$ cat src/hdl/receiver_setup_pkg.sv
/*
 * Constants for the event receiver setup handler: register map,
 * notify modes, result codes, protocol kinds, interrupt bits, timing.
 * Assumes a single 20 MHz clock and an AHB-Lite register slave.
 */
// Operation
// - wrong protocol kind: reject, change nothing, answer invalid-protocol code
// - receiver locator length and layout follow the protocol kind
// - protocol kind 0x00: locator is exactly one endpoint number byte
// - vendor kind: locator starts with a 32-bit enterprise number
// - keepalive mode: tick event every keepalive_period_s seconds
// - period too short to sustain: answer keepalive_rate_excess code
// - unsupported notify mode: answer the mode-not-supported code
// - answer is one result byte; invalid protocol is 0x80
// - disable mode accepts kind and locator bytes but ignores them
// - keepalive mode also acts as push notify
// - each accepted request replaces mode and period; a disable request keeps kind and locator
// - only one receiver locator is stored at a time
package receiver_setup_pkg;

    // register byte offsets
    localparam int        OFF_W          = 8;
    localparam bit [7:0]  OFF_REQ_BYTE   = 8'h00;
    localparam bit [7:0]  OFF_REQ_END    = 8'h04;
    localparam bit [7:0]  OFF_RESULT     = 8'h08;
    localparam bit [7:0]  OFF_STATUS     = 8'h0C;
    localparam bit [7:0]  OFF_LOCATOR    = 8'h10;
    localparam bit [7:0]  OFF_CAPS       = 8'h14;
    localparam bit [7:0]  OFF_IRQ_STAT   = 8'h18;
    localparam bit [7:0]  OFF_IRQ_MASK   = 8'h1C;

    // notify_mode_select codes
    localparam bit [7:0]  MODE_DISABLE   = 8'h00;
    localparam bit [7:0]  MODE_PUSH      = 8'h01;
    localparam bit [7:0]  MODE_POLLED    = 8'h02;
    localparam bit [7:0]  MODE_KEEPALIVE = 8'h03;

    // result codes
    localparam bit [7:0]  RC_SUCCESS     = 8'h00;
    localparam bit [7:0]  RC_BAD_LENGTH  = 8'h03;
    localparam bit [7:0]  RC_BAD_PROTO   = 8'h80;
    localparam bit [7:0]  RC_MODE_UNSUP  = 8'h81;
    localparam bit [7:0]  RC_RATE_EXCESS = 8'h82;

    // link protocol kinds
    localparam bit [7:0]  KIND_MCTP      = 8'h00;
    localparam bit [7:0]  KIND_VENDOR    = 8'hFF;

    // request layout, in bytes
    localparam bit [7:0]  HEAD_LEN       = 8'h02;
    localparam bit [7:0]  PERIOD_LEN     = 8'h02;
    localparam bit [7:0]  MCTP_LOC_LEN   = 8'h01;
    localparam bit [7:0]  VENDOR_LOC_MIN = 8'h04;
    localparam bit [7:0]  OTHER_LOC_MIN  = 8'h01;
    localparam bit [7:0]  LEN_MAX        = 8'hFF;

    // caps register layout and reset
    localparam int        CAP_MODES_LSB  = 0;
    localparam int        CAP_KIND_LSB   = 8;
    localparam int        CAP_MINP_LSB   = 16;
    localparam bit [3:0]  CAP_MODES_RST  = 4'hF;
    localparam bit [15:0] CAP_MINP_RST   = 16'h0001;

    // status register layout
    localparam int        ST_VALID_BIT   = 4;
    localparam int        ST_KIND_LSB    = 8;
    localparam int        ST_PERIOD_LSB  = 16;

    // interrupt bits
    localparam int        IRQ_W          = 3;
    localparam int        IRQ_TICK       = 0;
    localparam int        IRQ_ACCEPT     = 1;
    localparam int        IRQ_REJECT     = 2;

    // bus answer
    localparam bit        RESP_OKAY      = 1'b0;

    // timing: one second at the system clock
    localparam longint    SECOND_NS      = 1000000000;
    localparam longint    CLK_PERIOD_NS  = 50;
    localparam int        SECOND_CYCLES  = int'(SECOND_NS / CLK_PERIOD_NS);

endpackage

$ cat src/hdl/pulse_divider.sv
/*
 * Divider that turns the system clock into a one-cycle enable pulse
 * every LIMIT cycles while enabled.
 * Assumes a synchronised active-low reset from the instantiating block.
 */
module pulse_divider #(
    parameter int unsigned LIMIT = 20000000
) (
    input  wire logic clk_sys,
    input  wire logic srst_n,
    input  wire logic restart,
    input  wire logic enable,
    output logic      pulse_q
);
    localparam int W = $clog2(LIMIT + 1);
    localparam logic [W-1:0] LAST = W'(LIMIT - 1);

    logic [W-1:0] cnt_q;
    wire          at_last = (cnt_q == LAST);

    // phase restarts so the first pulse is a full period away
    always_ff @(posedge clk_sys or negedge srst_n) begin
        if (!srst_n) begin
            cnt_q   <= '0;
            pulse_q <= 1'b0;
        end else if (restart || !enable) begin
            cnt_q   <= '0;
            pulse_q <= 1'b0;
        end else begin
            cnt_q   <= at_last ? '0 : cnt_q + W'(1);
            pulse_q <= at_last;
        end
    end
endmodule

$ cat src/hdl/keepalive_timer.sv
/*
 * Seconds counter for the keepalive tick: counts one-second pulses and
 * fires a one-cycle tick each time the programmed period has passed.
 * Assumes sec_pulse comes from a divider on the same clock.
 */
module keepalive_timer (
    input  wire logic        clk_sys,
    input  wire logic        srst_n,
    input  wire logic        restart,
    input  wire logic        run,
    input  wire logic        sec_pulse,
    input  wire logic [15:0] period,
    output logic             tick_q
);
    logic [15:0] secs_q;
    wire  [16:0] secs_next = {1'b0, secs_q} + 17'h00001;
    wire         elapsed   = sec_pulse && (secs_next >= {1'b0, period});

    always_ff @(posedge clk_sys or negedge srst_n) begin
        if (!srst_n) begin
            secs_q <= '0;
            tick_q <= 1'b0;
        end else if (restart || !run) begin
            secs_q <= '0;
            tick_q <= 1'b0;
        end else if (elapsed) begin
            secs_q <= '0;
            tick_q <= 1'b1;
        end else begin
            secs_q <= sec_pulse ? secs_next[15:0] : secs_q;
            tick_q <= 1'b0;
        end
    end
endmodule

$ cat src/hdl/event_receiver_setup_handler.sv
/*
 * Event receiver setup handler. Software pushes the request bytes one
 * by one, then writes the end register; the block checks the request,
 * stores the accepted settings, produces a one-byte result code and
 * runs the keepalive tick.
 * Assumes an AHB-Lite master on the same clock, single word transfers,
 * and a message sender that consumes the tick and settings outputs.
 */
module event_receiver_setup_handler #(
    parameter int unsigned SEC_CYCLES = receiver_setup_pkg::SECOND_CYCLES
) (
    input  wire logic        clk_sys,
    input  wire logic        rstn,
    input  wire logic        hsel,
    input  wire logic [31:0] haddr,
    input  wire logic [1:0]  htrans,
    input  wire logic        hwrite,
    input  wire logic [2:0]  hsize,
    input  wire logic [31:0] hwdata,
    input  wire logic        hready,
    output logic             hreadyout,
    output logic             hresp,
    output logic [31:0]      hrdata,
    output logic [1:0]       notify_mode_select,
    output logic             push_active,
    output logic             polled_active,
    output logic [7:0]       link_protocol_kind,
    output logic [31:0]      receiver_locator,
    output logic             locator_valid,
    output logic [15:0]      keepalive_period_s,
    output logic             keepalive_tick_event,
    output logic             irq
);
    import receiver_setup_pkg::*;

    // reset release
    logic rst_meta_q;
    logic srst_n;

    always_ff @(posedge clk_sys or negedge rstn) begin
        if (!rstn) begin
            rst_meta_q <= 1'b0;
            srst_n     <= 1'b0;
        end else begin
            rst_meta_q <= 1'b1;
            srst_n     <= rst_meta_q;
        end
    end

    // bus address phase
    wire             ap_take = hsel && htrans[1] && hready;
    wire [OFF_W-1:0] ap_off  = haddr[OFF_W-1:0];
    wire             ap_hit  = (haddr[31:OFF_W] == '0);
    wire             rd_take = ap_take && !hwrite;

    logic             wr_pend_q;
    logic [OFF_W-1:0] wr_off_q;
    logic             wr_hit_q;

    always_ff @(posedge clk_sys or negedge srst_n) begin
        if (!srst_n) begin
            wr_pend_q <= 1'b0;
            wr_off_q  <= '0;
            wr_hit_q  <= 1'b0;
        end else if (hready) begin
            wr_pend_q <= ap_take && hwrite;
            wr_off_q  <= ap_off;
            wr_hit_q  <= ap_hit;
        end
    end

    // data phase write decode
    wire wr_ok   = wr_pend_q && wr_hit_q;
    wire wr_byte = wr_ok && (wr_off_q == OFF_REQ_BYTE);
    wire wr_end  = wr_ok && (wr_off_q == OFF_REQ_END);
    wire wr_caps = wr_ok && (wr_off_q == OFF_CAPS);
    wire wr_mask = wr_ok && (wr_off_q == OFF_IRQ_MASK);
    wire [7:0] wr_b = hwdata[7:0];

    // request bytes as they arrive
    logic [7:0]  len_q;
    logic [7:0]  mode_byte_q;
    logic [7:0]  kind_byte_q;
    logic [31:0] loc_acc_q;
    logic [7:0]  hb_prev_q;
    logic [7:0]  hb_last_q;

    wire       len_full = (len_q == LEN_MAX);
    wire [7:0] loc_idx  = len_q - HEAD_LEN;
    wire       in_loc   = (len_q >= HEAD_LEN) &&
                          (loc_idx < VENDOR_LOC_MIN);

    always_ff @(posedge clk_sys or negedge srst_n) begin
        if (!srst_n) begin
            len_q       <= '0;
            mode_byte_q <= '0;
            kind_byte_q <= '0;
            hb_prev_q   <= '0;
            hb_last_q   <= '0;
        end else if (wr_end) begin
            len_q <= '0;
        end else if (wr_byte) begin
            // oversize requests saturate at 255; the locator length check fails them only for kind 0x00
            len_q     <= len_full ? len_q : len_q + 8'h01;
            hb_prev_q <= hb_last_q;
            hb_last_q <= wr_b;
            if (len_q == 8'h00) begin
                mode_byte_q <= wr_b;
            end
            if (len_q == 8'h01) begin
                kind_byte_q <= wr_b;
            end
        end
    end

    // locator bytes, little-endian, first four only
    always_ff @(posedge clk_sys or negedge srst_n) begin
        if (!srst_n) begin
            loc_acc_q <= '0;
        end else if (wr_end) begin
            loc_acc_q <= '0;
        end else if (wr_byte && in_loc) begin
            loc_acc_q[loc_idx[1:0]*8 +: 8] <= wr_b;
        end
    end

    // capability and mask registers
    logic [3:0]       cap_modes_q;
    logic [7:0]       cap_kind_q;
    logic [15:0]      cap_minp_q;
    logic [IRQ_W-1:0] irq_mask_q;

    always_ff @(posedge clk_sys or negedge srst_n) begin
        if (!srst_n) begin
            cap_modes_q <= CAP_MODES_RST;
            cap_kind_q  <= KIND_MCTP;
            cap_minp_q  <= CAP_MINP_RST;
            irq_mask_q  <= '0;
        end else begin
            if (wr_caps) begin
                cap_modes_q <= hwdata[CAP_MODES_LSB +: 4];
                cap_kind_q  <= hwdata[CAP_KIND_LSB +: 8];
                cap_minp_q  <= hwdata[CAP_MINP_LSB +: 16];
            end
            if (wr_mask) begin
                irq_mask_q <= hwdata[IRQ_W-1:0];
            end
        end
    end

    // request check
    wire        is_ka     = (mode_byte_q == MODE_KEEPALIVE);
    wire        is_off    = (mode_byte_q == MODE_DISABLE);
    wire [7:0]  tail_len  = is_ka ? PERIOD_LEN : 8'h00;
    wire [8:0]  fixed_len = {1'b0, HEAD_LEN} + {1'b0, tail_len};
    wire [8:0]  have_len  = {1'b0, len_q};
    wire [15:0] period_in = {hb_last_q, hb_prev_q};

    wire too_short = (len_q < HEAD_LEN);
    wire mode_ok   = (mode_byte_q <= MODE_KEEPALIVE) &&
                     cap_modes_q[mode_byte_q[1:0]];
    wire kind_ok   = (kind_byte_q == cap_kind_q);
    wire is_mctp   = (kind_byte_q == KIND_MCTP);
    wire is_vendor = (kind_byte_q == KIND_VENDOR);

    // locator length keyed on the protocol kind
    wire len_mctp  = have_len == fixed_len + {1'b0, MCTP_LOC_LEN};
    wire len_vend  = have_len >= fixed_len + {1'b0, VENDOR_LOC_MIN};
    wire len_other = have_len >= fixed_len + {1'b0, OTHER_LOC_MIN};
    wire loc_ok    = is_mctp   ? len_mctp :
                     is_vendor ? len_vend : len_other;
    wire rate_ok   = (period_in != 16'h0000) &&
                     (period_in >= cap_minp_q);

    // result priority: length, mode, disable, protocol, locator, rate
    wire [7:0] eval_rc =
        too_short  ? RC_BAD_LENGTH  :
        !mode_ok   ? RC_MODE_UNSUP  :
        is_off     ? RC_SUCCESS     :
        !kind_ok   ? RC_BAD_PROTO   :
        !loc_ok    ? RC_BAD_LENGTH  :
        (is_ka && !rate_ok) ? RC_RATE_EXCESS :
        RC_SUCCESS;

    wire accept = wr_end && (eval_rc == RC_SUCCESS);
    wire reject = wr_end && (eval_rc != RC_SUCCESS);

    // the single response byte
    logic [7:0] result_q;

    always_ff @(posedge clk_sys or negedge srst_n) begin
        if (!srst_n) begin
            result_q <= RC_SUCCESS;
        end else if (wr_end) begin
            result_q <= eval_rc;
        end
    end

    // stored settings; a rejected request leaves them untouched
    logic [1:0]  mode_q;
    logic [7:0]  kind_q;
    logic [31:0] locator_q;
    logic        valid_q;
    logic [15:0] period_q;

    always_ff @(posedge clk_sys or negedge srst_n) begin
        if (!srst_n) begin
            mode_q    <= MODE_DISABLE[1:0];
            kind_q    <= KIND_MCTP;
            locator_q <= '0;
            valid_q   <= 1'b0;
            period_q  <= '0;
        end else if (accept) begin
            mode_q   <= mode_byte_q[1:0];
            period_q <= is_ka ? period_in : 16'h0000;
            if (!is_off) begin
                // one locator only, overwritten whole
                kind_q    <= kind_byte_q;
                locator_q <= is_mctp ? {24'h000000, loc_acc_q[7:0]}
                                     : loc_acc_q;
                valid_q   <= 1'b1;
            end
        end
    end

    // keepalive timing
    wire ka_run = (mode_q == MODE_KEEPALIVE[1:0]);
    wire sec_pulse;
    wire tick;

    pulse_divider #(
        .LIMIT   (SEC_CYCLES)
    ) u_sec_div (
        .clk_sys (clk_sys),
        .srst_n  (srst_n),
        .restart (accept),
        .enable  (ka_run),
        .pulse_q (sec_pulse)
    );

    keepalive_timer u_ka_timer (
        .clk_sys   (clk_sys),
        .srst_n    (srst_n),
        .restart   (accept),
        .run       (ka_run),
        .sec_pulse (sec_pulse),
        .period    (period_q),
        .tick_q    (tick)
    );

    // interrupts: sticky, cleared by reading, set beats clear
    logic [IRQ_W-1:0] irq_stat_q;

    wire rd_stat = rd_take && ap_hit && (ap_off == OFF_IRQ_STAT);
    wire [IRQ_W-1:0] irq_ev   = {reject, accept, tick};
    wire [IRQ_W-1:0] irq_keep = rd_stat ? '0 : irq_stat_q;

    always_ff @(posedge clk_sys or negedge srst_n) begin
        if (!srst_n) begin
            irq_stat_q <= '0;
        end else begin
            irq_stat_q <= irq_keep | irq_ev;
        end
    end

    // read data, taken in the address phase
    wire [31:0] status_w = {period_q, kind_q, 3'h0, valid_q,
                            2'h0, mode_q};
    wire [31:0] caps_w   = {cap_minp_q, cap_kind_q, 4'h0, cap_modes_q};
    wire [31:0] rd_mux   =
        !ap_hit                    ? 32'h00000000 :
        (ap_off == OFF_RESULT)     ? {24'h000000, result_q} :
        (ap_off == OFF_STATUS)     ? status_w :
        (ap_off == OFF_LOCATOR)    ? locator_q :
        (ap_off == OFF_CAPS)       ? caps_w :
        (ap_off == OFF_IRQ_STAT)   ? {29'h00000000, irq_stat_q} :
        (ap_off == OFF_IRQ_MASK)   ? {29'h00000000, irq_mask_q} :
        32'h00000000;

    logic [31:0] hrdata_q;

    always_ff @(posedge clk_sys or negedge srst_n) begin
        if (!srst_n) begin
            hrdata_q <= '0;
        end else if (rd_take) begin
            hrdata_q <= rd_mux;
        end
    end

    // zero wait states; every access answers OKAY
    assign hreadyout            = 1'b1;
    assign hresp                = RESP_OKAY;
    assign hrdata               = hrdata_q;
    assign notify_mode_select   = mode_q;
    assign push_active          = (mode_q == MODE_PUSH[1:0]) ||
                                  ka_run;
    assign polled_active        = (mode_q == MODE_POLLED[1:0]);
    assign link_protocol_kind   = kind_q;
    assign receiver_locator     = locator_q;
    assign locator_valid        = valid_q;
    assign keepalive_period_s   = period_q;
    assign keepalive_tick_event = tick;
    assign irq                  = |(irq_stat_q & irq_mask_q);

endmodule

$ cat config.mk
export PLATFORM = sky130hd
export DESIGN_NAME = event_receiver_setup_handler
export DESIGN_NICKNAME = d
export VERILOG_FILES = /design/src/hdl/receiver_setup_pkg.sv /design/src/hdl/pulse_divider.sv /design/src/hdl/keepalive_timer.sv /design/src/hdl/event_receiver_setup_handler.sv
export SDC_FILE = /design/constraint.sdc
export NUM_CORES = 1
export LEC_CHECK = 0
export BUFFER_PORTS_ARGS = -buffer_cell sky130_fd_sc_hd__buf_2
export CORE_AREA = 2 2 155 157
export CTS_CLUSTER_SIZE = 25
export DETAILED_ROUTE_END_ITERATION = 6
export DIE_AREA = 0 0 157 159
export GPL_ROUTABILITY_DRIVEN = 0
export GPL_TIMING_DRIVEN = 0
export HOLD_SLACK_MARGIN = 0.05
export MAX_ROUTING_LAYER = met4
export PLACE_DENSITY = 0.76
export RECOVER_POWER = 25
export SYNTH_ARGS = -nofsm -noshare
export SYNTH_HDL_FRONTEND = slang
export SYNTH_HIERARCHICAL = 1
export SYNTH_SLANG_ARGS = --single-unit
$ cat constraint.sdc
create_clock -name clk_sys -period 9.2 [get_ports clk_sys]
set_input_delay 1.84 -clock clk_sys [delete_from_list [all_inputs] [get_ports clk_sys]]
set_output_delay 1.84 -clock clk_sys [all_outputs]
set_load 0.01 [all_outputs]
### After elaboration in Yosys (flattened, before gate mapping)

Cells that the tools add are included.

| operators by class | value |
|---|---|
| reduce and logical (&&, ||, !) cells | 41 |
| mux-type cells | 35 |
| shifts and indexed selects | 2 |
| add/subtract/negate cells | 8 |
| bitwise gates (word level) | 4 |
| $lt $le $gt $ge | 9 |
| equality and inequality tests | 20 |

Operator list:

| cell | number |
|---|---|
| $mux W32 | 8 |
| $mux W8 | 9 |
| $mux W16 | 4 |
| $mux W25 | 2 |
| $eq A8 B5 Y1 const B | 6 |
| $logic_not A8 Y1 | 5 |
| $neg A5 Y34 | 1 |
| $shift A8 B34 Y32 const A | 1 |
| $shiftx A8 B34 Y32 | 1 |
| $bwmux W32 | 1 |
| $add A25 B1 Y25 const B | 1 |
| $eq A25 B25 Y1 const B | 1 |
| $logic_not A24 Y1 | 1 |
| $logic_and A1 B1 Y1 | 19 |
| $add A16 B1 Y17 const B | 1 |
| $ge A17 B16 Y1 | 1 |
| $eq A8 B4 Y1 const B | 2 |
| $eq A8 B8 Y1 const B | 2 |
| $ge A16 B16 Y1 | 1 |
| $ge A8 B4 Y1 | 2 |
| $reduce_bool A16 Y1 | 1 |
| $eq A8 B9 Y1 | 1 |
| $mux W3 | 3 |
| $add A8 B1 Y8 const B | 1 |
| other kinds (30) | 44 |

| storage, ports and cells | value |
|---|---|
| output and inout port bits | 97 |
| word-level logic and storage cells | 146 |
| flip-flop bits (word level) | 260 |
| input bits | 74 |

### Logic depth before layout (Yosys ltp)

Gate-level depths: netlist of run 1.

| logic depth | value |
|---|---|
| word-level depth | 16 |
| mapped depth | 18 |
| mapped depth without buffers | 16 |

### Modules after synthesis

The synthesis of run 1 kept the hierarchy.

Modules (own cells, without submodules):

| module | seq. area each (um^2) | area an instance (um^2) | times used | cells each |
|---|---|---|---|---|
| event_receiver_setup_handler | 5311.3 | 9930.8 | 1 | 929 |
| pulse_divider | 650.6 | 1401.3 | 1 | 142 |
| keepalive_timer | 425.4 | 1340.0 | 1 | 146 |

### Worst setup path after synthesis of run 1

Ideal clock, no wire load.

| timing | value |
|---|---|
| path type | register to register |
| start | register mode_byte_q[3] |
| end | register u_sec_div.cnt_q[22] |
| setup slack | 5.433 ns |
| setup time | 0.077 ns |
| required time | 9.123 ns |
| clock period less this slack | 3.767 ns |
| path buffers | 3 |
| cell stages (with the launch flop) | 19 |
| data arrival time | 3.690 ns |
| cell sequence | dfrtp_1 nor4_1 nand2_1 nor2_2 inv_1 ha_1 and2_1 and4b_1 o41ai_1 a21oi_2 nand3_2 o21ai_0 nor2b_1 or2b_2 clkbuf_2 a41o_1 buf_6 buf_12 a21oi_1 |

| on the way | value |
|---|---|
| cells in the longest elaborated chain, start to end | 16 |
| elaborated cells on any way between the ends | 24 |
| those cells by class | add/sub (3); order compare (3); eq/ne (2); mux (10); reduce/logical (6) |

RTL lines:

| item | RTL line | RTL |
|---|---|---|
| start: declaration | event_receiver_setup_handler.sv:82 | `logic [7:0] mode_byte_q;` |
| start signal: assignment | event_receiver_setup_handler.sv:108 | `mode_byte_q <= wr_b;` |
| $eq A8 B2 Y1 | event_receiver_setup_handler.sv:152 | `wire is_ka = (mode_byte_q == MODE_KEEPALIVE);` |
| $mux W2 | event_receiver_setup_handler.sv:154 | `wire [7:0] tail_len = is_ka ? PERIOD_LEN : 8'h00;` |
| $add A2 B2 Y3 | event_receiver_setup_handler.sv:155 | `wire [8:0] fixed_len = {1'b0, HEAD_LEN} + {1'b0, tail_len};` |
| $add A3 B1 Y4 or $add A3 B3 Y4 (tied branches) | event_receiver_setup_handler.sv:167, event_receiver_setup_handler.sv:169, event_receiver_setup_handler.sv:168 |  |
| $ge A8 B4 Y1 (on tied branches) | event_receiver_setup_handler.sv:169, event_receiver_setup_handler.sv:168 |  |
| $mux W1 | event_receiver_setup_handler.sv:171 | `is_vendor ? len_vend : len_other;` |
| $mux W1 | event_receiver_setup_handler.sv:170 | `wire loc_ok = is_mctp ? len_mctp :` |
| $mux W8 | event_receiver_setup_handler.sv:181 | `!loc_ok ? RC_BAD_LENGTH :` |
| $mux W8 | event_receiver_setup_handler.sv:180 | `!kind_ok ? RC_BAD_PROTO :` |
| $mux W8 | event_receiver_setup_handler.sv:179 | `is_off ? RC_SUCCESS :` |
| $mux W8 (*) | event_receiver_setup_handler.sv:178 | `!mode_ok ? RC_MODE_UNSUP :` |
| $mux W8 (*) | event_receiver_setup_handler.sv:177 | `too_short ? RC_BAD_LENGTH :` |
| $logic_not A8 Y1 (*) | event_receiver_setup_handler.sv:185 | `wire accept = wr_end && (eval_rc == RC_SUCCESS);` |
| $logic_and A1 B1 Y1 (*) | event_receiver_setup_handler.sv:185 |  |
| named net accept | event_receiver_setup_handler.sv:185 |  |
| $logic_or A1 B1 Y1 (*) | pulse_divider.sv:26 | `end else if (restart \|\| !enable) begin` |
| $mux W25 (*) | pulse_divider.sv:26 |  |
| end signal: assignment | pulse_divider.sv:30 | `cnt_q <= at_last ? '0 : cnt_q + W'(1);` |
| end: declaration | pulse_divider.sv:18 | `logic [W-1:0] cnt_q;` |

Mark *: on every way through the listed nets, which the timed path passes. The rest lies on a longest branch.
A chain may end at the register's enable or synchronous reset.

==> results.md, run 1 <==
* Crit Path Max Fanout at 50
* CTS tree: done
* Via density at 5.974
* Die X at 157 um
* Core Util, Final at 64.65%
* Critical Path AT at 5.55 ns
* Flop pwr share at 45.7%
* Slowest CP cell: clkbuf_1
* Pre-CTS WS at 4.308 ns
* CP startpoint kind: flip-flop
* Synth Register Bits at 255
* Crit Path Category: reg2async
* Hold path startpoint: rst_meta_q$_DFF_PN0_
* Reg2reg start: srst_n$_DFF_PN0_
* Flop2flop setup slack at 3.75 ns
* Total CTS buffers at 28
* Final Hold Vio Count at 0
* Outcome: complete, but fails checks
* Largest net degree at the start of global routing at 74
* Max layer used: met4
* Rows at 56
* Ratio of final minimum period to clock period at 59.28%
* M1 WL at 15.24 mm
* Fin crit period at 5.454 ns
* Worst Skew at 0.02168 ns
* Antenna violations before repair at 1
* Avg Cell Area, Syn at 10.41 um2
* Async SR Flop Fraction at 100.0%
* Metal3 WL at 2.341 mm
* Top cells by area, synth: dfrtp_1 49%, nand2_1 5.3%, ha_1 4.4%
* Top post-synthesis cells by count: 250 x dfrtp_1, 180 x nand2_1, 73 x inv_1
* Internal power at 1.975 mW
* Clk slew on worst S/H paths at 0.06 ns
* Nets at 1,532
* P_leak at 7.014 nW
* Initial Util at 54.64%
* Post-synth EDFFs at 0
* CTS Sinks at 255
* HP Class: reg2reg
* CP peak stage delay at 1.98 ns
* Root buffer cell: clkbuf_16
* Worst Tran Pin Value at 3.800 ns
* Switching share of total power at 21.31%
* I/O pin count at 171
* Reg2reg end: u_sec_div/cnt_q[19]$_DFF_PN0_
* Vias in the first global route at 10.24k
* Routed Antenna Nets at 0
* Cell Chain, Critical Path: clkbuf_1 > clkbuf_1
* Initial DRT Pass Iterations at 5
* WL met2 at 16.78 mm
* Cell taking the most area after synthesis: dfrtp_1
* Core area at 0.02319 mm2
* Top cell type's share of synthesized area at 49.37%
* Cell with the most instances after synthesis: dfrtp_1
* Die area at 0.02496 mm2
* R2R cell count at 2
* CP required at 9.29 ns
* Failing checks: max-capacitance violations, max-slew violations
* H-tree depth at 1
* Main synth FF type: dfrtp_1
* HPWL Detailed at 25.98 mm
* Syn Std Cell Area at 0.01267 mm2
* Most used cell, CP: clkbuf_1
* Peak supply drop at 164.7 uV
* Final wirelength at 35.49 mm
* DRT iter0 DRCs at 922
* PD cells at 167.4 mW/mm2
* Hold-fix buffers, CTS at 0
* First-pass GRT wire length at 56.26 mm
* Total number of vias at 10.48k
* Post-CTS Setup Bufs at 0
* Filler Cells Inserted at 1,819
* Avg WL per Cell at 20.22 um
* Clock power share at 51.1%
* Post-synth cell types at 78
* Number of setup violations in the final report at 0
* Sequential Area at 0.006387 mm2
* Max_slew headroom at -153.4%
* Drt drc at 0
* Port Buffers at 160
* Crit end category: async pin
* Slew Viols, Final at 171
* Clk Latency, worst-skew pair at 0.56 ns
* Max Freq at 183.4 MHz
* Switching power total at 535.0 uW
* Cell count after synthesis at 1,217
* Hold Path Sink: srst_n$_DFF_PN0_
* Worst setup margin at 3.746 ns
* Area of the multi-input gates at 0.005703 mm2
* RSZ-0062 raised after global routing: no
* Fraction of layout cells with a size suffix above 1 at 20.42%
* Chip height at 159 um
* Hold Path Stages at 0
* Grt ovf at 0
* Post-cts gate resize count at 0
* Maximum root-to-sink buffer count at 3
* Gr usage total at 29.53%
* Hold_ws at 0.3568 ns
* Yosys warns at 6
* Layout area overhead at 18.32%
* Max cap viols at 3
* Comb pwr share at 3.2%
* Register area share after synthesis at 50.40%
-- routing by layer --
layer / global-route usage [%] / vias up
met1: 40.72 / 5208
met2: 45.69 / 422
met5: - / -
li1: - / 4770
met3: 3.674 / 84
met4: 9.675 / 0
-- worst max-delay path, delay by kind of cell (launching register included) --
family / cells / cell delay (ns)
buffers and inverters: 2 / 3.92
flip-flops: 1 / 1.02
-- cell families (layout without fill, tap and decap cells) --
kind of cell,after synthesis,count (layout),share of synthesized area [%]
and+or+nand+nor,399,399,15.68
AOI/OAI and AO/OA,243,243,13.68
other,2,4,0.05926
muxes,101,101,8.629
buffers and inverters,136,353,4.621
DFF,255,255,50.40
xor gates and xnor gates,36,36,2.488
adders and majority gates,45,45,4.443
-- power groups by stage --
stage          sequential (mW)  clock, mW  combinational, mW
6_report                  1.15       1.28             0.0810
2_1_floorplan             1.18          0             0.0297
4_1_cts                   1.15       1.29             0.0854
3_5_place_dp              1.17          0             0.0847
3_3_place_gp              1.19          0             0.0577
5_1_grt                   1.15       1.34             0.0901
-- worst max path at each step --
stage | endpoint | start | slack (ns) | cells after the start
2_1_floorplan | cap_kind_q[0]$_DFFE_PN0P_ | srst_n$_DFF_PN0_ | 1.58 | 0
3_3_place_gp | u_sec_div/cnt_q[22]$_DFF_PN0_ | srst_n$_DFF_PN0_ | -1.23 | 0
3_5_place_dp | u_ka_timer/secs_q[14]$_DFFE_PN0P_ | mode_byte_q[3]$_DFFE_PN0P_ | 4.31 | 16
4_1_cts | u_ka_timer/secs_q[14]$_DFFE_PN0P_ | mode_byte_q[3]$_DFFE_PN0P_ | 4.21 | 16
5_1_grt | u_sec_div/cnt_q[19]$_DFF_PN0_ | srst_n$_DFF_PN0_ | 2.63 | 2
6_report | u_sec_div/cnt_q[19]$_DFF_PN0_ | srst_n$_DFF_PN0_ | 3.75 | 2
-- registers in the layout, summed over array words and instances, names as in the netlist, 2 cells and up --
register	count
keepalive_period_s	16
cap_kind_q	8
u_sec_div/cnt_q	25
result_q	3
len_q	8
kind_byte_q	8
irq_mask_q	3
receiver_locator	32
loc_acc_q	32
hb_prev_q	8
wr_off_q	8
mode_byte_q	8
cap_minp_q	16
cap_modes_q	4
hb_last_q	8
u_ka_timer/secs_q	16
link_protocol_kind	8
irq_stat_q	3
notify_mode_select	2
hrdata	32
-- cells in the final DEF (no fill, tap or decap), drive strengths merged, types with 6 or more instances in the layout --
cell type	count
a21oi	34
a221oi	7
a22o	55
a22oi	25
a32o	17
and3	12
and4	7
buf	183
bufinv	7
clkbuf	83
dfrtp	250
ha	45
inv	75
mux2	56
mux2i	44
nand2	180
nand3	55
nand4	21
nor2	44
nor2b	7
nor3	6
nor4	21
o21ai	63
o31ai	7
or2	8
or3	8
or4	10
xnor2	13
xor2	23
-- cell type report --
class | instances | area share, %
Sequential cell | 255 | 42.60
Multi-Input combinational cell | 827 | 38.04
Timing Repair Buffer | 165 | 5.625
Clock buffer | 39 | 5.416
Tap cell | 319 | 2.662
Buffer | 62 | 2.053
Inverter | 74 | 1.853
Clock inverter | 13 | 1.736
Antenna cell | 1 | 0.01669
-- metrics by stage --
stage                     TNS (ns)  std cells  instance area, um2  power, mW
after floorplan                  0       1218               12680      1.207
after global placement     -298.74       1697               13880      1.245
after detailed placement         0       1701               13990      1.253
after CTS                        0       1753               15060      2.527
after global routing             0       1755               14990      2.580
final                            0       1755               14990      2.510
Power figures use the tool's default switching activity.
==> run 2, diff against run 1 <==
--- a/config.mk
+++ b/config.mk
@@ -5,11 +5,12 @@
 export SDC_FILE = /design/constraint.sdc
 export NUM_CORES = 1
 export LEC_CHECK = 0
+export ABC_AREA = 1
 export BUFFER_PORTS_ARGS = -buffer_cell sky130_fd_sc_hd__buf_2
-export CORE_AREA = 2 2 155 157
+export CORE_AREA = 2 2 163 165
 export CTS_CLUSTER_SIZE = 25
 export DETAILED_ROUTE_END_ITERATION = 6
-export DIE_AREA = 0 0 157 159
+export DIE_AREA = 0 0 165 167
 export GPL_ROUTABILITY_DRIVEN = 0
 export GPL_TIMING_DRIVEN = 0
 export HOLD_SLACK_MARGIN = 0.05
==> constraint.sdc (replaced) <==
create_clock -name clk_sys -period 4.9 [get_ports clk_sys]
set_input_delay 0.98 -clock clk_sys [delete_from_list [all_inputs] [get_ports clk_sys]]
set_output_delay 0.98 -clock clk_sys [all_outputs]
set_load 0.01 [all_outputs]
==> run 2 against run 1 <==
Net effect:
- the run still ends with max-capacitance violations, max-slew violations left
- first-iteration DRC count grew 48%
- worst hold slack worse by 0.14 ns
- sequential cell count did not move
- routed wire length grew 14%
- sequential share of layout area fell by 2.0 points
- die area is 10% higher
- critical endpoint is now u_ka_timer/secs_q[2]$_DFFE_PN0P_
==> results.md, run 2 <==
* CP startpoint kind: flip-flop (unchanged)
* Slew Viols, Final at 185 (was 171)
* Reg2reg end: u_ka_timer/secs_q[2]$_DFFE_PN0P_ (was u_sec_div/cnt_q[19]$_DFF_PN0_)
* Avg Cell Area, Syn at 7.935 um2 (was 10.41 um2)
* Layout area overhead at 16.69% (was 18.32%)
* Cell with the most instances after synthesis: nand2_1 (was dfrtp_1)
* Failing checks: max-capacitance violations, max-slew violations (unchanged)
* Initial DRT Pass Iterations at 7 (was 5)
* Top cell type's share of synthesized area at 46.43% (was 49.37%)
* Top cells by area, synth: dfrtp_1 46%, nand2_1 13%, inv_1 5.7% (was dfrtp_1 49%, nand2_1 5.3%, ha_1 4.4%)
* Post-cts gate resize count at 1 (was 0)
* Antenna violations before repair at 0 (was 1)
* Clk slew on worst S/H paths at 0.06 ns (about the same)
* Max cap viols at 3 (unchanged)
* First-pass GRT wire length at 63.38 mm (was 56.26 mm)
* N_diodes at 0 (was 1)
* HP Class: in2async (was reg2reg)
* Post-synth cell types at 53 (was 78)
* Cell taking the most area after synthesis: dfrtp_1 (unchanged)
* Yosys warns at 6 (unchanged)
* Grt ovf at 0 (unchanged)
* PD cells at 290.4 mW/mm2 (was 167.4 mW/mm2)
* Cell count after synthesis at 1,698 (was 1,217)
* Crit Path Category: reg2reg (was reg2async)
* Syn Std Cell Area at 0.01347 mm2 (was 0.01267 mm2)
* Avg WL per Cell at 17.91 um (was 20.22 um)
* Slowest CP cell: dfrtp_1 (was clkbuf_1)
* Hold-fix buffers, CTS at 0 (unchanged)
* DRT iter0 DRCs at 1,362 (was 922)
* Area of the multi-input gates at 0.005971 mm2 (was 0.005703 mm2)
* Gr usage total at 30.41% (was 29.53%)
* Max Freq at 221.1 MHz (was 183.4 MHz)
* CP peak stage delay at 0.44 ns (was 1.98 ns)
* Critical Path AT at 5.00 ns (was 5.55 ns)
* Multiplexer area fraction after synthesis at 0.4179% (was 8.630%)
* Initial Util at 52.29% (was 54.64%)
* Number of setup violations in the final report at 0 (unchanged)
* R2R cell count at 28 (was 2)
* Nets at 2,015 (was 1,532)
* Register area share after synthesis at 47.41% (was 50.40%)
* Top post-synthesis cells by count: 469 x nand2_1, 250 x dfrtp_1, 205 x inv_1 (was 250 x dfrtp_1, 180 x nand2_1, 73 x inv_1)
* Compound-gate portion of the synthesized area at 10.80% (was 13.67%)
* Main synth FF type: dfrtp_1 (unchanged)
* Post-synth EDFFs at 0 (unchanged)
* Reg2reg start: mode_byte_q[0]$_DFFE_PN0P_ (was srst_n$_DFF_PN0_)
* CTS tree: done (unchanged)
* Hold_ws at 0.2148 ns (was 0.3568 ns)
* CP top delay family: simple AND/OR/NAND/NOR gates (was buffers and inverters)
* Filler Cells Inserted at 2,261 (was 1,819)
* Worst Tran Pin Value at 1.782 ns (was 3.800 ns)
* Chip height at 167 um (was 159 um)
* Most frequent cells in the layout: 469 x nand2_1, 250 x dfrtp_1, 205 x inv_1 (was 250 x dfrtp_1, 180 x nand2_1, 161 x buf_2)
* Core area at 0.02576 mm2 (was 0.02319 mm2)
* Fin crit period at 4.522 ns (was 5.454 ns)
* Ratio of final minimum period to clock period at 92.29% (was 59.28%)
* Post-CTS Setup Bufs at 0 (unchanged)
* Outcome: complete, but fails checks (unchanged)
* Drt drc at 0 (unchanged)
* Worst Skew at 0.007830 ns (was 0.02168 ns)
* Die X at 165 um (was 157 um)
* Flop2flop setup slack at 0.38 ns (was 3.75 ns)
* Via density at 5.565 (was 5.974)
* Clk Latency, worst-skew pair at 0.54 ns (was 0.56 ns)
* Synth Area in Adders at 4.179% (was 4.443%)
* Crit Path Max Fanout at 10 (was 50)
* Total number of vias at 12.53k (was 10.48k)
* Vias in the first global route at 11.84k (was 10.24k)
* Commonest non-fill, non-tap cell in the layout: nand2_1 (was dfrtp_1)
* Routed Antenna Nets at 0 (unchanged)
* Simple-gate share of the synthesized area at 26.95% (was 15.68%)
* Total CTS buffers at 28 (unchanged)
* Port Buffers at 164 (was 160)
* Pwr Total at 4.565 mW (was 2.510 mW)
* Async SR Flop Fraction at 100.0% (unchanged)
* Root buffer cell: clkbuf_16 (unchanged)
* CP Buf/Inv Count at 8 (was 2)
* Rows at 59 (was 56)
* I/O pin count at 171 (unchanged)
* Final Hold Vio Count at 0 (unchanged)
* Maximum root-to-sink buffer count at 3 (unchanged)
* CTS Sinks at 255 (unchanged)
* P_leak at 8.209 nW (was 7.014 nW)
* Final wirelength at 40.33 mm (was 35.49 mm)
* Largest net degree at the start of global routing at 74 (unchanged)
* Peak supply drop at 214.8 uV (was 164.7 uV)
* Crit end category: flip-flop (was async pin)
* RSZ-0062 raised after global routing: no (unchanged)
* CP required at 5.38 ns (was 9.29 ns)
* Fraction of layout cells with a size suffix above 1 at 14.87% (was 20.42%)
* H-tree depth at 1 (unchanged)
* Die area at 0.02756 mm2 (was 0.02496 mm2)
* Synth Register Bits at 255 (unchanged)
* Largest family of logic cells by synthesized area: simple AND/OR/NAND/NOR gates (unchanged)
* Most used cell, CP: nand2_1 (was clkbuf_1)
* Post-Synth XOR/XNOR Area at 1.885% (was 2.488%)
* Sequential Area at 0.006387 mm2 (unchanged)
* Max_slew headroom at -18.82% (was -153.4%)
* HPWL Detailed at 30.43 mm (was 25.98 mm)
-- run 2: cell types whose count changed after synthesis, moves of 20 or more --
cell	previous run	this run
mux2i_1	44	0
nor2_1	40	183
nand4_1	21	59
a22o_1	55	1
a22oi_1	25	0
nand2_1	180	469
mux2_2	41	5
a221oi_1	7	27
o21ai_0	61	112
inv_1	73	205
-- run 2: area by class of cell --
cell class	count	share of cell area, %
inverter	215	5.133
sequential	255	40.63
buffer	62	1.998
clock buffer	45	5.635
tap	335	2.666
clock inverter	6	0.5094
timing repair buffer	167	5.452
multi-input combinational	1167	37.98
-- run 2: power breakdown --
group	internal (mW)	total (mW)	switching [mW]	leakage, nW
combinational	0.0672	0.210	0.143	4.60
sequential	2.14	2.18	0.0379	3.13
clock	1.33	2.18	0.844	0.480
total	3.54	4.57	1.03	8.21
-- run 2: routing by layer --
layer  vias to the layer above  routed length, um  GRT usage, %
met5                         -                  0             -
met4                         0               1589         10.59
met3                        98               3389         4.159
met2                       566              18060         46.43
met1                      5961              17290         41.75
li1                       5908                  -             -
-- run 2: worst max path at each step --
stage,from,to,slack [ns],cells after the start
2_1_floorplan,srst_n$_DFF_PN0_,cap_kind_q[0]$_DFFE_PN0P_,0.72,0
3_3_place_gp,srst_n$_DFF_PN0_,hrdata[0]$_DFFE_PN0P_,-0.74,0
3_5_place_dp,mode_byte_q[0]$_DFFE_PN0P_,u_ka_timer/secs_q[9]$_DFFE_PN0P_,0.03,28
4_1_cts,mode_byte_q[0]$_DFFE_PN0P_,u_ka_timer/secs_q[2]$_DFFE_PN0P_,0.23,28
5_1_grt,mode_byte_q[0]$_DFFE_PN0P_,u_ka_timer/secs_q[2]$_DFFE_PN0P_,0.05,27
6_report,mode_byte_q[0]$_DFFE_PN0P_,u_ka_timer/secs_q[2]$_DFFE_PN0P_,0.38,28
-- run 2: metrics by stage --
| stage | cell area, um2 | setup slack, ns | TNS, ns | cells | utilization (%) |
|---|---|---|---|---|---|
| 2_1_floorplan | 13480 | 0.7208 | 0 | 1699 | - |
| 3_3_place_gp | 14720 | -0.7439 | -178.12 | 2198 | 57.13 |
| 3_5_place_dp | 14800 | 0.03402 | 0 | 2201 | 57.46 |
| 4_1_cts | 15770 | 0.2286 | 0 | 2252 | 61.21 |
| 5_1_grt | 15720 | 0.04640 | 0 | 2252 | 61.02 |
| 6_report | 15720 | 0.3779 | 0 | 2252 | 61.02 |
-- run 2: kinds of logic after synthesis --
kind of cell / Yosys count
and+or+nand+nor: 837
buffers and inverters: 277
DFF: 255
AOI/OAI and AO/OA: 248
adders and majority gates: 45
xor gates and xnor gates: 29
muxes: 5
other: 2
-- run 2: worst reg2reg max path: cells and delay by family (launching register included) --
kind | cells | cell delay [ns]
AOI/OAI and AO/OA | 1 | 0.13
adders and majority gates | 1 | 0.33
buffers and inverters | 8 | 1.50
DFF | 1 | 0.44
and+or+nand+nor | 18 | 2.04
